## src/sac_pkg.sv

```systemverilog
// Package with register map, field positions and types for the converter control block.
// Notes on behaviour
// - Conversion clock is system clock over divider.
// - Software mode starts on writing one busy.
// - Timer 3 overflow starts conversion in mode.
// - External strobe rising edge starts conversion.
// - Timer 2 overflow starts conversion in mode.
// - Busy is one during conversion, then zero.
// - Busy falling sets done bit five, interrupt.
// - Result in two bytes, justified by select.
// - Default mode tracks whenever no conversion runs.
// - Low-power mode tracks three clocks after start.
// - Low-power strobe mode tracks while strobe low.
// - Tracking may stop during chip sleep.
// - Pair register bits seven to four read zero.
// - Analog parts enabled only by enable bit.
// - After reset all inputs are single-ended.
package sac_pkg;

	// Register addresses on the special function register port.
	localparam logic [7:0] ADDR_CONTROL    = 8'hE8;
	localparam logic [7:0] ADDR_CONFIG     = 8'hBC;
	localparam logic [7:0] ADDR_PAIR_CFG   = 8'hBA;
	localparam logic [7:0] ADDR_RESULT_HI  = 8'hBF;
	localparam logic [7:0] ADDR_RESULT_LO  = 8'hBE;

	// Reset values.
	localparam logic [7:0] RST_CONTROL     = 8'h00;
	localparam logic [7:0] RST_CONFIG      = 8'hF8;
	localparam logic [7:0] RST_PAIR_CFG    = 8'h00;

	// Field positions inside the control register.
	localparam int         BIT_ENABLE      = 7;
	localparam int         BIT_LP_TRACK    = 6;
	localparam int         BIT_DONE        = 5;
	localparam int         BIT_BUSY        = 4;
	localparam int         BIT_MODE_HI     = 3;
	localparam int         BIT_MODE_LO     = 2;
	localparam int         BIT_LEFT_JUST   = 0;

	// Field positions inside the configuration register.
	localparam int         DIV_MSB         = 7;
	localparam int         DIV_LSB         = 3;
	localparam int         GAIN_MSB        = 2;
	localparam int         GAIN_LSB        = 0;

	// Writable bits of the pair configuration register.
	localparam logic [7:0] PAIR_CFG_MASK   = 8'h0F;

	// Conversion geometry and low-power tracking length in conversion clocks.
	localparam int         RESULT_BITS     = 10;
	localparam logic [1:0] LP_TRACK_CLOCKS = 2'h3;
	localparam logic [3:0] SAR_TOP_BIT     = 4'h9;

	// Start of conversion sources.
	typedef enum logic [1:0] {
		SAC_START_SOFTWARE = 2'h0,
		SAC_START_TIMER3   = 2'h1,
		SAC_START_STROBE   = 2'h2,
		SAC_START_TIMER2   = 2'h3
	} sac_start_e;

	// Control register as stored.
	typedef struct packed {
		logic       converter_enable;
		logic       lowpower_track_sel;
		logic       conversion_done_flag;
		logic       conversion_active;
		sac_start_e start_mode;
		logic       spare;
		logic       left_justify_sel;
	} sac_control_s;

	// Register access request from the core.
	typedef struct packed {
		logic [7:0] addr;
		logic       wr;
		logic [7:0] wdata;
	} sac_sfr_req_s;

endpackage : sac_pkg

```

## src/sac_conversion_control.sv

```systemverilog
// Conversion control for a 10-bit successive approximation converter.
`timescale 1ns/1ps
module sac_conversion_control (
	input  wire logic                 clk,
	input  wire logic                 sys_rst,
	input  wire sac_pkg::sac_sfr_req_s sfr_req,
	output logic [7:0]                sfr_rdata,
	input  wire logic                 timer2_overflow,
	input  wire logic                 timer3_overflow,
	input  wire logic                 ext_convert_strobe,
	input  wire logic                 chip_sleep,
	input  wire logic                 conv_irq_enable,
	input  wire logic                 sar_comparator,
	output logic                      conversion_irq,
	output logic                      analog_enable,
	output logic                      track_enable,
	output logic [9:0]                sar_code,
	output logic [3:0]                pair_differential,
	output logic [2:0]                gain_stage_sel
);

	// Converter sequencing states.
	typedef enum logic [1:0] {
		SAC_IDLE,
		SAC_TRACK,
		SAC_CONVERT
	} sac_state_e;

	sac_pkg::sac_control_s control;           // Control register.
	logic [7:0]            converter_config;  // Divider and gain register.
	logic [3:0]            input_pair_config; // Pair configuration bits.
	logic [9:0]            result;            // Last completed result.
	sac_state_e            state;             // Sequencer state.
	logic [4:0]            div_count;         // Conversion clock divider counter.
	logic                  sar_tick;          // One-cycle conversion clock event.
	logic [1:0]            track_count;       // Low-power tracking clocks seen.
	logic [3:0]            bit_index;         // Bit under trial.
	logic                  strobe_prev;       // Strobe sampled one cycle earlier.
	logic                  strobe_rise;       // Strobe rising edge.
	logic                  start_event;       // Selected start of conversion event.
	logic                  finish;            // Last bit decided this cycle.
	logic                  wr_control;        // Write to the control register.

	// Address match for writes, used by several processes.
	function automatic logic is_write(input sac_pkg::sac_sfr_req_s req, input logic [7:0] addr);
		is_write = req.wr && (req.addr == addr);
	endfunction : is_write

	assign wr_control  = is_write(sfr_req, sac_pkg::ADDR_CONTROL);
	assign strobe_rise = ext_convert_strobe && !strobe_prev;

	// Strobe edge history.
	always_ff @(posedge clk) begin
		if (sys_rst) begin
			strobe_prev <= 1'b0;
		end else begin
			strobe_prev <= ext_convert_strobe;
		end
	end

	// Start source selection; a start is only taken while enabled and idle.
	always_comb begin
		case (control.start_mode)
			sac_pkg::SAC_START_SOFTWARE: begin
				start_event = wr_control && sfr_req.wdata[sac_pkg::BIT_BUSY];
			end
			sac_pkg::SAC_START_TIMER3: begin
				start_event = timer3_overflow;
			end
			sac_pkg::SAC_START_STROBE: begin
				start_event = strobe_rise;
			end
			sac_pkg::SAC_START_TIMER2: begin
				start_event = timer2_overflow;
			end
			default: begin
				start_event = 1'b0;
			end
		endcase
	end

	// Conversion clock: one tick every divider plus one system clocks.
	always_ff @(posedge clk) begin
		if (sys_rst || state == SAC_IDLE) begin
			div_count <= 5'h00;
			sar_tick  <= 1'b0;
		end else if (div_count >= converter_config[sac_pkg::DIV_MSB:sac_pkg::DIV_LSB]) begin
			div_count <= 5'h00;
			sar_tick  <= 1'b1;
		end else begin
			div_count <= div_count + 5'h01;
			sar_tick  <= 1'b0;
		end
	end

	assign finish = (state == SAC_CONVERT) && sar_tick && (bit_index == 4'h0);

	// Sequencer: idle, optional low-power tracking, bit-by-bit conversion.
	always_ff @(posedge clk) begin
		if (sys_rst) begin
			state       <= SAC_IDLE;
			track_count <= 2'h0;
			bit_index   <= 4'h0;
			sar_code    <= 10'h000;
		end else if (!control.converter_enable) begin
			state <= SAC_IDLE;
		end else begin
			case (state)
				SAC_IDLE: begin
					// Strobe starts in low-power mode already tracked while low.
					if (start_event && control.lowpower_track_sel &&
					    control.start_mode != sac_pkg::SAC_START_STROBE) begin
						state       <= SAC_TRACK;
						track_count <= 2'h0;
					end else if (start_event) begin
						state     <= SAC_CONVERT;
						bit_index <= sac_pkg::SAR_TOP_BIT;
						sar_code  <= 10'h200;
					end
				end
				SAC_TRACK: begin
					if (sar_tick) begin
						track_count <= track_count + 2'h1;
						if (track_count + 2'h1 == sac_pkg::LP_TRACK_CLOCKS) begin
							state     <= SAC_CONVERT;
							bit_index <= sac_pkg::SAR_TOP_BIT;
							sar_code  <= 10'h200;
						end
					end
				end
				SAC_CONVERT: begin
					if (sar_tick) begin
						// Drop the trial bit when the input is below the trial level.
						if (!sar_comparator) begin
							sar_code[bit_index] <= 1'b0;
						end
						if (bit_index == 4'h0) begin
							state <= SAC_IDLE;
						end else begin
							sar_code[bit_index - 4'h1] <= 1'b1;
							bit_index                  <= bit_index - 4'h1;
						end
					end
				end
				default: begin
					state <= SAC_IDLE;
				end
			endcase
		end
	end

	// Latest result, with the final bit decision folded in.
	always_ff @(posedge clk) begin
		if (sys_rst) begin
			result <= 10'h000;
		end else if (finish) begin
			result <= {sar_code[9:1], sar_comparator};
		end
	end

	// Control register; hardware setting of done wins over a software clear.
	always_ff @(posedge clk) begin
		if (sys_rst) begin
			control <= sac_pkg::RST_CONTROL;
		end else begin
			if (wr_control) begin
				control.converter_enable   <= sfr_req.wdata[sac_pkg::BIT_ENABLE];
				control.lowpower_track_sel <= sfr_req.wdata[sac_pkg::BIT_LP_TRACK];
				control.start_mode         <= sac_pkg::sac_start_e'(
					sfr_req.wdata[sac_pkg::BIT_MODE_HI:sac_pkg::BIT_MODE_LO]);
				control.left_justify_sel   <= sfr_req.wdata[sac_pkg::BIT_LEFT_JUST];
				control.conversion_done_flag <= sfr_req.wdata[sac_pkg::BIT_DONE];
			end
			control.conversion_active <= (state != SAC_IDLE && !finish) ||
				(state == SAC_IDLE && start_event && control.converter_enable);
			if (finish) begin
				control.conversion_done_flag <= 1'b1;
			end
		end
	end

	// Interrupt request pulse on completion when enabled.
	always_ff @(posedge clk) begin
		if (sys_rst) begin
			conversion_irq <= 1'b0;
		end else begin
			conversion_irq <= finish && conv_irq_enable;
		end
	end

	// Configuration and pair registers; pairs reset to single-ended.
	always_ff @(posedge clk) begin
		if (sys_rst) begin
			converter_config  <= sac_pkg::RST_CONFIG;
			input_pair_config <= sac_pkg::RST_PAIR_CFG[3:0];
		end else begin
			if (is_write(sfr_req, sac_pkg::ADDR_CONFIG)) begin
				converter_config <= sfr_req.wdata;
			end
			if (is_write(sfr_req, sac_pkg::ADDR_PAIR_CFG)) begin
				input_pair_config <= sfr_req.wdata[3:0];
			end
		end
	end

	// Analog controls; tracking stops in sleep, in conversion and when disabled.
	always_ff @(posedge clk) begin
		if (sys_rst) begin
			analog_enable     <= 1'b0;
			track_enable      <= 1'b0;
			pair_differential <= 4'h0;
			gain_stage_sel    <= 3'h0;
		end else begin
			analog_enable     <= control.converter_enable;
			pair_differential <= input_pair_config;
			gain_stage_sel    <= converter_config[sac_pkg::GAIN_MSB:sac_pkg::GAIN_LSB];
			if (chip_sleep || !control.converter_enable) begin
				track_enable <= 1'b0;
			end else if (control.lowpower_track_sel) begin
				if (control.start_mode == sac_pkg::SAC_START_STROBE) begin
					track_enable <= (state == SAC_IDLE) && !ext_convert_strobe;
				end else begin
					track_enable <= (state == SAC_TRACK);
				end
			end else begin
				track_enable <= (state == SAC_IDLE);
			end
		end
	end

	// Read data mux, registered; justification chosen at read time.
	always_ff @(posedge clk) begin
		if (sys_rst) begin
			sfr_rdata <= 8'h00;
		end else begin
			case (sfr_req.addr)
				sac_pkg::ADDR_CONTROL:   sfr_rdata <= control;
				sac_pkg::ADDR_CONFIG:    sfr_rdata <= converter_config;
				sac_pkg::ADDR_PAIR_CFG:  sfr_rdata <= {4'h0, input_pair_config} & sac_pkg::PAIR_CFG_MASK;
				sac_pkg::ADDR_RESULT_HI: begin
					sfr_rdata <= control.left_justify_sel ? result[9:2] : {6'h00, result[9:8]};
				end
				sac_pkg::ADDR_RESULT_LO: begin
					sfr_rdata <= control.left_justify_sel ? {result[1:0], 6'h00} : result[7:0];
				end
				default:                 sfr_rdata <= 8'h00;
			endcase
		end
	end

endmodule : sac_conversion_control

```

## config.mk

```make
export PLATFORM = sky130hd
export DESIGN_NAME = sac_conversion_control
export DESIGN_NICKNAME = d
export VERILOG_FILES = /design/src/sac_pkg.sv /design/src/sac_conversion_control.sv
export SDC_FILE = /design/constraint.sdc
export NUM_CORES = 1
export LEC_CHECK = 0
export BUFFER_PORTS_ARGS = -buffer_cell sky130_fd_sc_hd__buf_4
export CORE_UTILIZATION = 40
export DETAILED_ROUTE_END_ITERATION = 7
export GPL_ROUTABILITY_DRIVEN = 0
export GPL_TIMING_DRIVEN = 0
export SLEW_MARGIN = 40
export SYNTH_ARGS = -nofsm -noshare
export SYNTH_HDL_FRONTEND = slang
export SYNTH_SLANG_ARGS = --single-unit
```

## constraint.sdc

```tcl
create_clock -name clk -period 2.45 [get_ports clk]
set_input_delay 0.3675 -clock clk [delete_from_list [all_inputs] [get_ports clk]]
set_output_delay 0.3675 -clock clk [all_outputs]
set_load 0.01 [all_outputs]
```

### Word-level counts from Yosys, hierarchy flattened

Cells that the tools add are included.

| word-level totals | value |
|---|---|
| input bits | 25 |
| bits in registers | 72 |
| word-level logic and storage cells | 134 |
| output and inout bits | 28 |

| cells by class | value |
|---|---|
| reductions and logical operators | 37 |
| add/sub/neg operators | 3 |
| eq/ne operators | 21 |
| $lt $le $gt $ge | 5 |
| bitwise gates (word level) | 4 |
| mux-type cells | 42 |

Operators by type and width:

| cell | number |
|---|---|
| 2-to-1 mux 10 bit | 11 |
| equality test 8 bit (second input constant) | 5 |
| one-hot mux 8 bit (5 select lines) | 1 |
| one-hot mux 10 bit (3 select lines) | 1 |
| 2-to-1 mux 4 bit | 6 |
| logical AND 1 bit | 16 |
| 2-to-1 mux 2 bit | 8 |
| 2-to-1 mux 8 bit | 2 |
| inequality test 2 bit (second input constant) | 8 |
| one-hot mux 4 bit (3 select lines) | 1 |
| bitwise AND 10 bit | 1 |
| less-than comparator 4 x 5 -> 1 bit (second input constant) | 2 |
| NOT 10 bit | 1 |
| bitwise OR 10 bit | 1 |
| demux 1 bit (select 4 bit) | 2 |
| equality test 2 bit (second input constant) | 4 |
| greater-or-equal comparator 4 x 1 -> 1 bit (second input constant) | 2 |
| AND reduction 8 bit | 1 |
| 2-to-1 mux 1 bit | 7 |
| AND reduction 7 bit | 1 |
| one-hot mux 2 bit (3 select lines) | 1 |
| nonzero test 2 bit | 3 |
| OR reduction 2 bit | 3 |
| adder 5 x 1 -> 5 bit (second input constant) | 1 |
| 16 further kinds | 23 |

### Logic depth before layout (Yosys ltp)

| depth | value |
|---|---|
| depth after elaboration | 15 |
| gate-level depth with buffers | 9 |
| gate-level depth less buffers | 7 |

### Worst setup path before layout

OpenSTA, ideal clock, no wires.

| timing path | value |
|---|---|
| path kind | reg-to-reg |
| from | register bit_index[0] |
| to | register result[1] |
| required time | 2.318 ns |
| arrival time | 1.859 ns |
| setup slack | 0.459 ns |
| buffers on the path | 2 |
| period minus slack after synthesis | 1.991 ns |
| setup time | 0.132 ns |
| cell stages (with the launch flop) | 10 |
| cell sequence | dfxtp_1 > inv_1 > ha_1 > buf_2 > or3b_2 > nor2_1 > nand2_1 > buf_2 > nand2_1 > a21oi_1 |

| on the way | value |
|---|---|
| longest elaborated chain between the ends | 2 |

RTL lines:

| what | RTL line | text |
|---|---|---|
| from (decl) | sac_conversion_control.sv:37 | `logic [3:0] bit_index;` |
| from (signal assigned) | sac_conversion_control.sv:117 | `bit_index <= sac_pkg::SAR_TOP_BIT;` |
| from (signal assigned) | sac_conversion_control.sv:126 | `bit_index <= sac_pkg::SAR_TOP_BIT;` |
| from (signal assigned) | sac_conversion_control.sv:141 | `bit_index <= bit_index - 4'h1;` |
| zero test 4 bit | sac_conversion_control.sv:96 | `assign finish = (state == SAC_CONVERT) && sar_tick && (bit_index == 4'h0);` |
| logical AND 1 bit | sac_conversion_control.sv:96 |  |
| to (signal assigned) | sac_conversion_control.sv:157 | `result <= {sar_code[9:1], sar_comparator};` |
| to (decl) | sac_conversion_control.sv:32 | `logic [9:0] result;` |

No other way between the ends.
A chain may end at the register's enable or synchronous reset.

### Final worst setup path

| timing path | value |
|---|---|
| from | register bit_index[0] |
| to | register result[7] |

Same word-level chain as after synthesis.

==> flow_summary.yaml <==
power:
  p_int_mw: 1.71
  power_mw: 2.23
  p_clk_share_pct: 42.5
  power.net_switching_uw: 518
  p_leak_nw: 1.69
  ir_worst_vdd_v: 0.000273
  p_seq_share_pct: 52.7
  p_sw_share_pct: 23.2
  p_per_area_nw_per_um2: 531
  comb_power_share_pct: 4.8
synthesis:
  synth-async-reset-ratio_pct: 0
  synth_cell_types: 60
  netlist.area_leader.share_pct: 41.5
  avgSynthCellArea_sq_um: 8.70
  synth_edf_count: 0
  syn_nets: 436
  ys_ff_latch: 72
  synth_seq_area_share_pct: 41.5
  synth_top_cells_by_area: "dfxtp_1, a21oi_1, mux2i_1"
  postSynthCellCount: 399
  synth_top_area_cell: "dfxtp_1"
  yosys_warnings: 0
  synth_ff_type: "dfxtp_1"
  netlist_area_sq_um: 3470
  synthTopCellsByCount: "dfxtp_1, a21oi_1, nand2_1"
  yosysMostFrequentCell: "dfxtp_1"
layout:
  fill_cells: 817
  final_cells: 571
  num_antenna_cells: 0
  drive_above_1_share_pct: 20.0
  fin_nets: 498
  syn_to_final_growth_pct: 21.1
cts:
  clock-sinks: 72
  cts_setup_buffers: 0
  h-tree-depth: 3
  cts_resized: 0
  cts_root_buffer: "clkbuf_8"
  cts_inserted_buffers: 9
  clk_latency_ns: 0.34
  hold_buffers: 0
  cts_buffer_depth: 2
  cts_tree: "yes"
  path_clk_slew_ns: 0.07
drt:
  avgViaCountPerCell: 5.42
  via_count: 3094
  drt_iter0_markers: 131
  postRouteAntennaNets: 0
  first_pass_iters: 4
  routedWlPerCell_um: 16.0
  drc: 0
  wl_um: 9120
die:
  initial_core_util_pct: 41.8
  row_count: 33
  die_w_um: 95.2
  chipHeight_um: 95.2
  die-area_sq_um: 9060
  core_sq_um: 8300
  io_pins: 53
place:
  placement.io_buffers: 51
  dp_hpwl_um: 6710
  placed_cells: 555
sta:
  rsz0062_at_grt: "false"
  slew_viol_final: 0
  fin_tns_setup_ns: 0
  setup_violations: 0
  fin_hold_ws_ns: 0.183
  skew_ns: 0.00412
  finalCritPeriodShare_pct: 91.1
  hold_viol: 0
  period_needed_ns: 2.23
  max_slew_margin_pct: 50.4
  fmax_ghz: 0.448
  worstMarginPinSlew_ns: 0.737
worst_setup_path:
  crit_path_start_kind: "register"
  required_ns: 2.66
  crit_path_max_fanout: 10
  arrival_ns: 2.44
  end_kind: "register"
  worstRegToRegCells: 9
  critPathKind: "reg -> reg"
flow_run:
  drv_cap: 0
hold_path:
  hp-class: "in -> reg"
  holdPathStages: 2
global_route:
  antenna_found_initial: 0
  overflow: 0
  grt_pass1_vias: 2902
  track_usage_pct: 21.0
  grt_pass1_wl_um: 14400
  grt_max_degree: 13
run_status:
  status: "finished, final reports clean"
==> flip-flops by register name (all words and copies together) (netlist names), 3 cells and up <==
| register | cells |
|---|---|
| bit_index | 4 |
| sar_code | 10 |
| div_count | 5 |
| gain_stage_sel | 3 |
| sfr_rdata | 8 |
| control | 7 |
| input_pair_config | 4 |
| pair_differential | 4 |
| result | 10 |
| converter_config | 8 |
==> critical path, stage by stage, from the launching register on <==
cell	delay, ns
dfxtp_1	0.38
inv_1	0.13
ha_1	0.14
buf_2	0.18
or3b_2	0.54
nor2_2	0.21
nand2_1	0.14
buf_2	0.23
nand2_1	0.09
a21oi_1	0.06
==> cell families after synthesis <==
logic type               synth area share [%]
XOR/XNOR                                 1.26
flip-flops                               41.5
adder cells (fa/ha/maj)                  4.32
AND/OR/NAND/NOR                          23.6
multiplexers                             5.23
buffers and inverters                    4.61
AO/OA/AOI/OAI                            19.5
==> through the flow <==
step,utilization (%),instance area (sq um),setup slack [ns]
after floorplan,-,3470,0.459
after global placement,48.0,3990,-0.0504
after detailed placement,48.3,4010,0.146
after CTS,50.6,4200,0.136
after global routing,50.7,4210,0.0850
final,50.7,4210,0.218
==> path summary, 6_finish.rpt <==
| kind | startpoint | slack [ns] | endpoint |
|---|---|---|---|
| max | bit_index[0] | 0.22 | result[7] |
| max reg2reg | bit_index[0] | 0.22 | result[7] |
| min | chip_sleep | 0.18 | track_enable |
| min reg2reg | result[9] | 0.46 | result[9] |
==> metal layers <==
layer | vias to the layer above | wire (um) | track usage [%] | share of wire [%]
li1 | 1568 | - | - | -
met5 | - | 0 | 0 | 0
met2 | 82 | 4180 | 33.6 | 46
met4 | 0 | 192 | 9.09 | 2.1
met1 | 1428 | 4340 | 28.0 | 48
met3 | 16 | 406 | 2.87 | 4.5
==> power by group through the flow <==
| stage | Clock (mW) | Sequential [mW] | Combinational, mW |
|---|---|---|---|
| floorplan | 0 | 1.20 | 0.0453 |
| global placement | 0 | 1.20 | 0.103 |
| detailed placement | 0 | 1.20 | 0.106 |
| CTS | 0.977 | 1.18 | 0.106 |
| global route | 1.02 | 1.18 | 0.115 |
| finish | 0.949 | 1.18 | 0.106 |
==> final cells by class <==
type | instances | area, sq um | share of cell area [%]
buffer | 24 | 108 | 2.56
sequential | 72 | 1440 | 34.3
inverter | 14 | 52.6 | 1.25
multi-input combinational | 289 | 1890 | 45.0
timing repair buffer | 51 | 383 | 9.10
clock buffer | 11 | 141 | 3.36
tap | 105 | 131 | 3.12
clock inverter | 5 | 56.3 | 1.34
==> placed cells by master, fill, tap and decap left out, types with 9 or more instances in the layout <==
cell	instances
a211oi_1	11
a21oi_1	41
a31oi_1	10
buf_4	52
clkbuf_1	16
clkbuf_8	10
dfxtp_1	72
ha_1	12
inv_1	14
mux2i_1	17
nand2_1	40
nand2b_1	10
nand3_1	24
nor2_1	33
nor2b_1	9
Power figures use the tool's default switching activity.
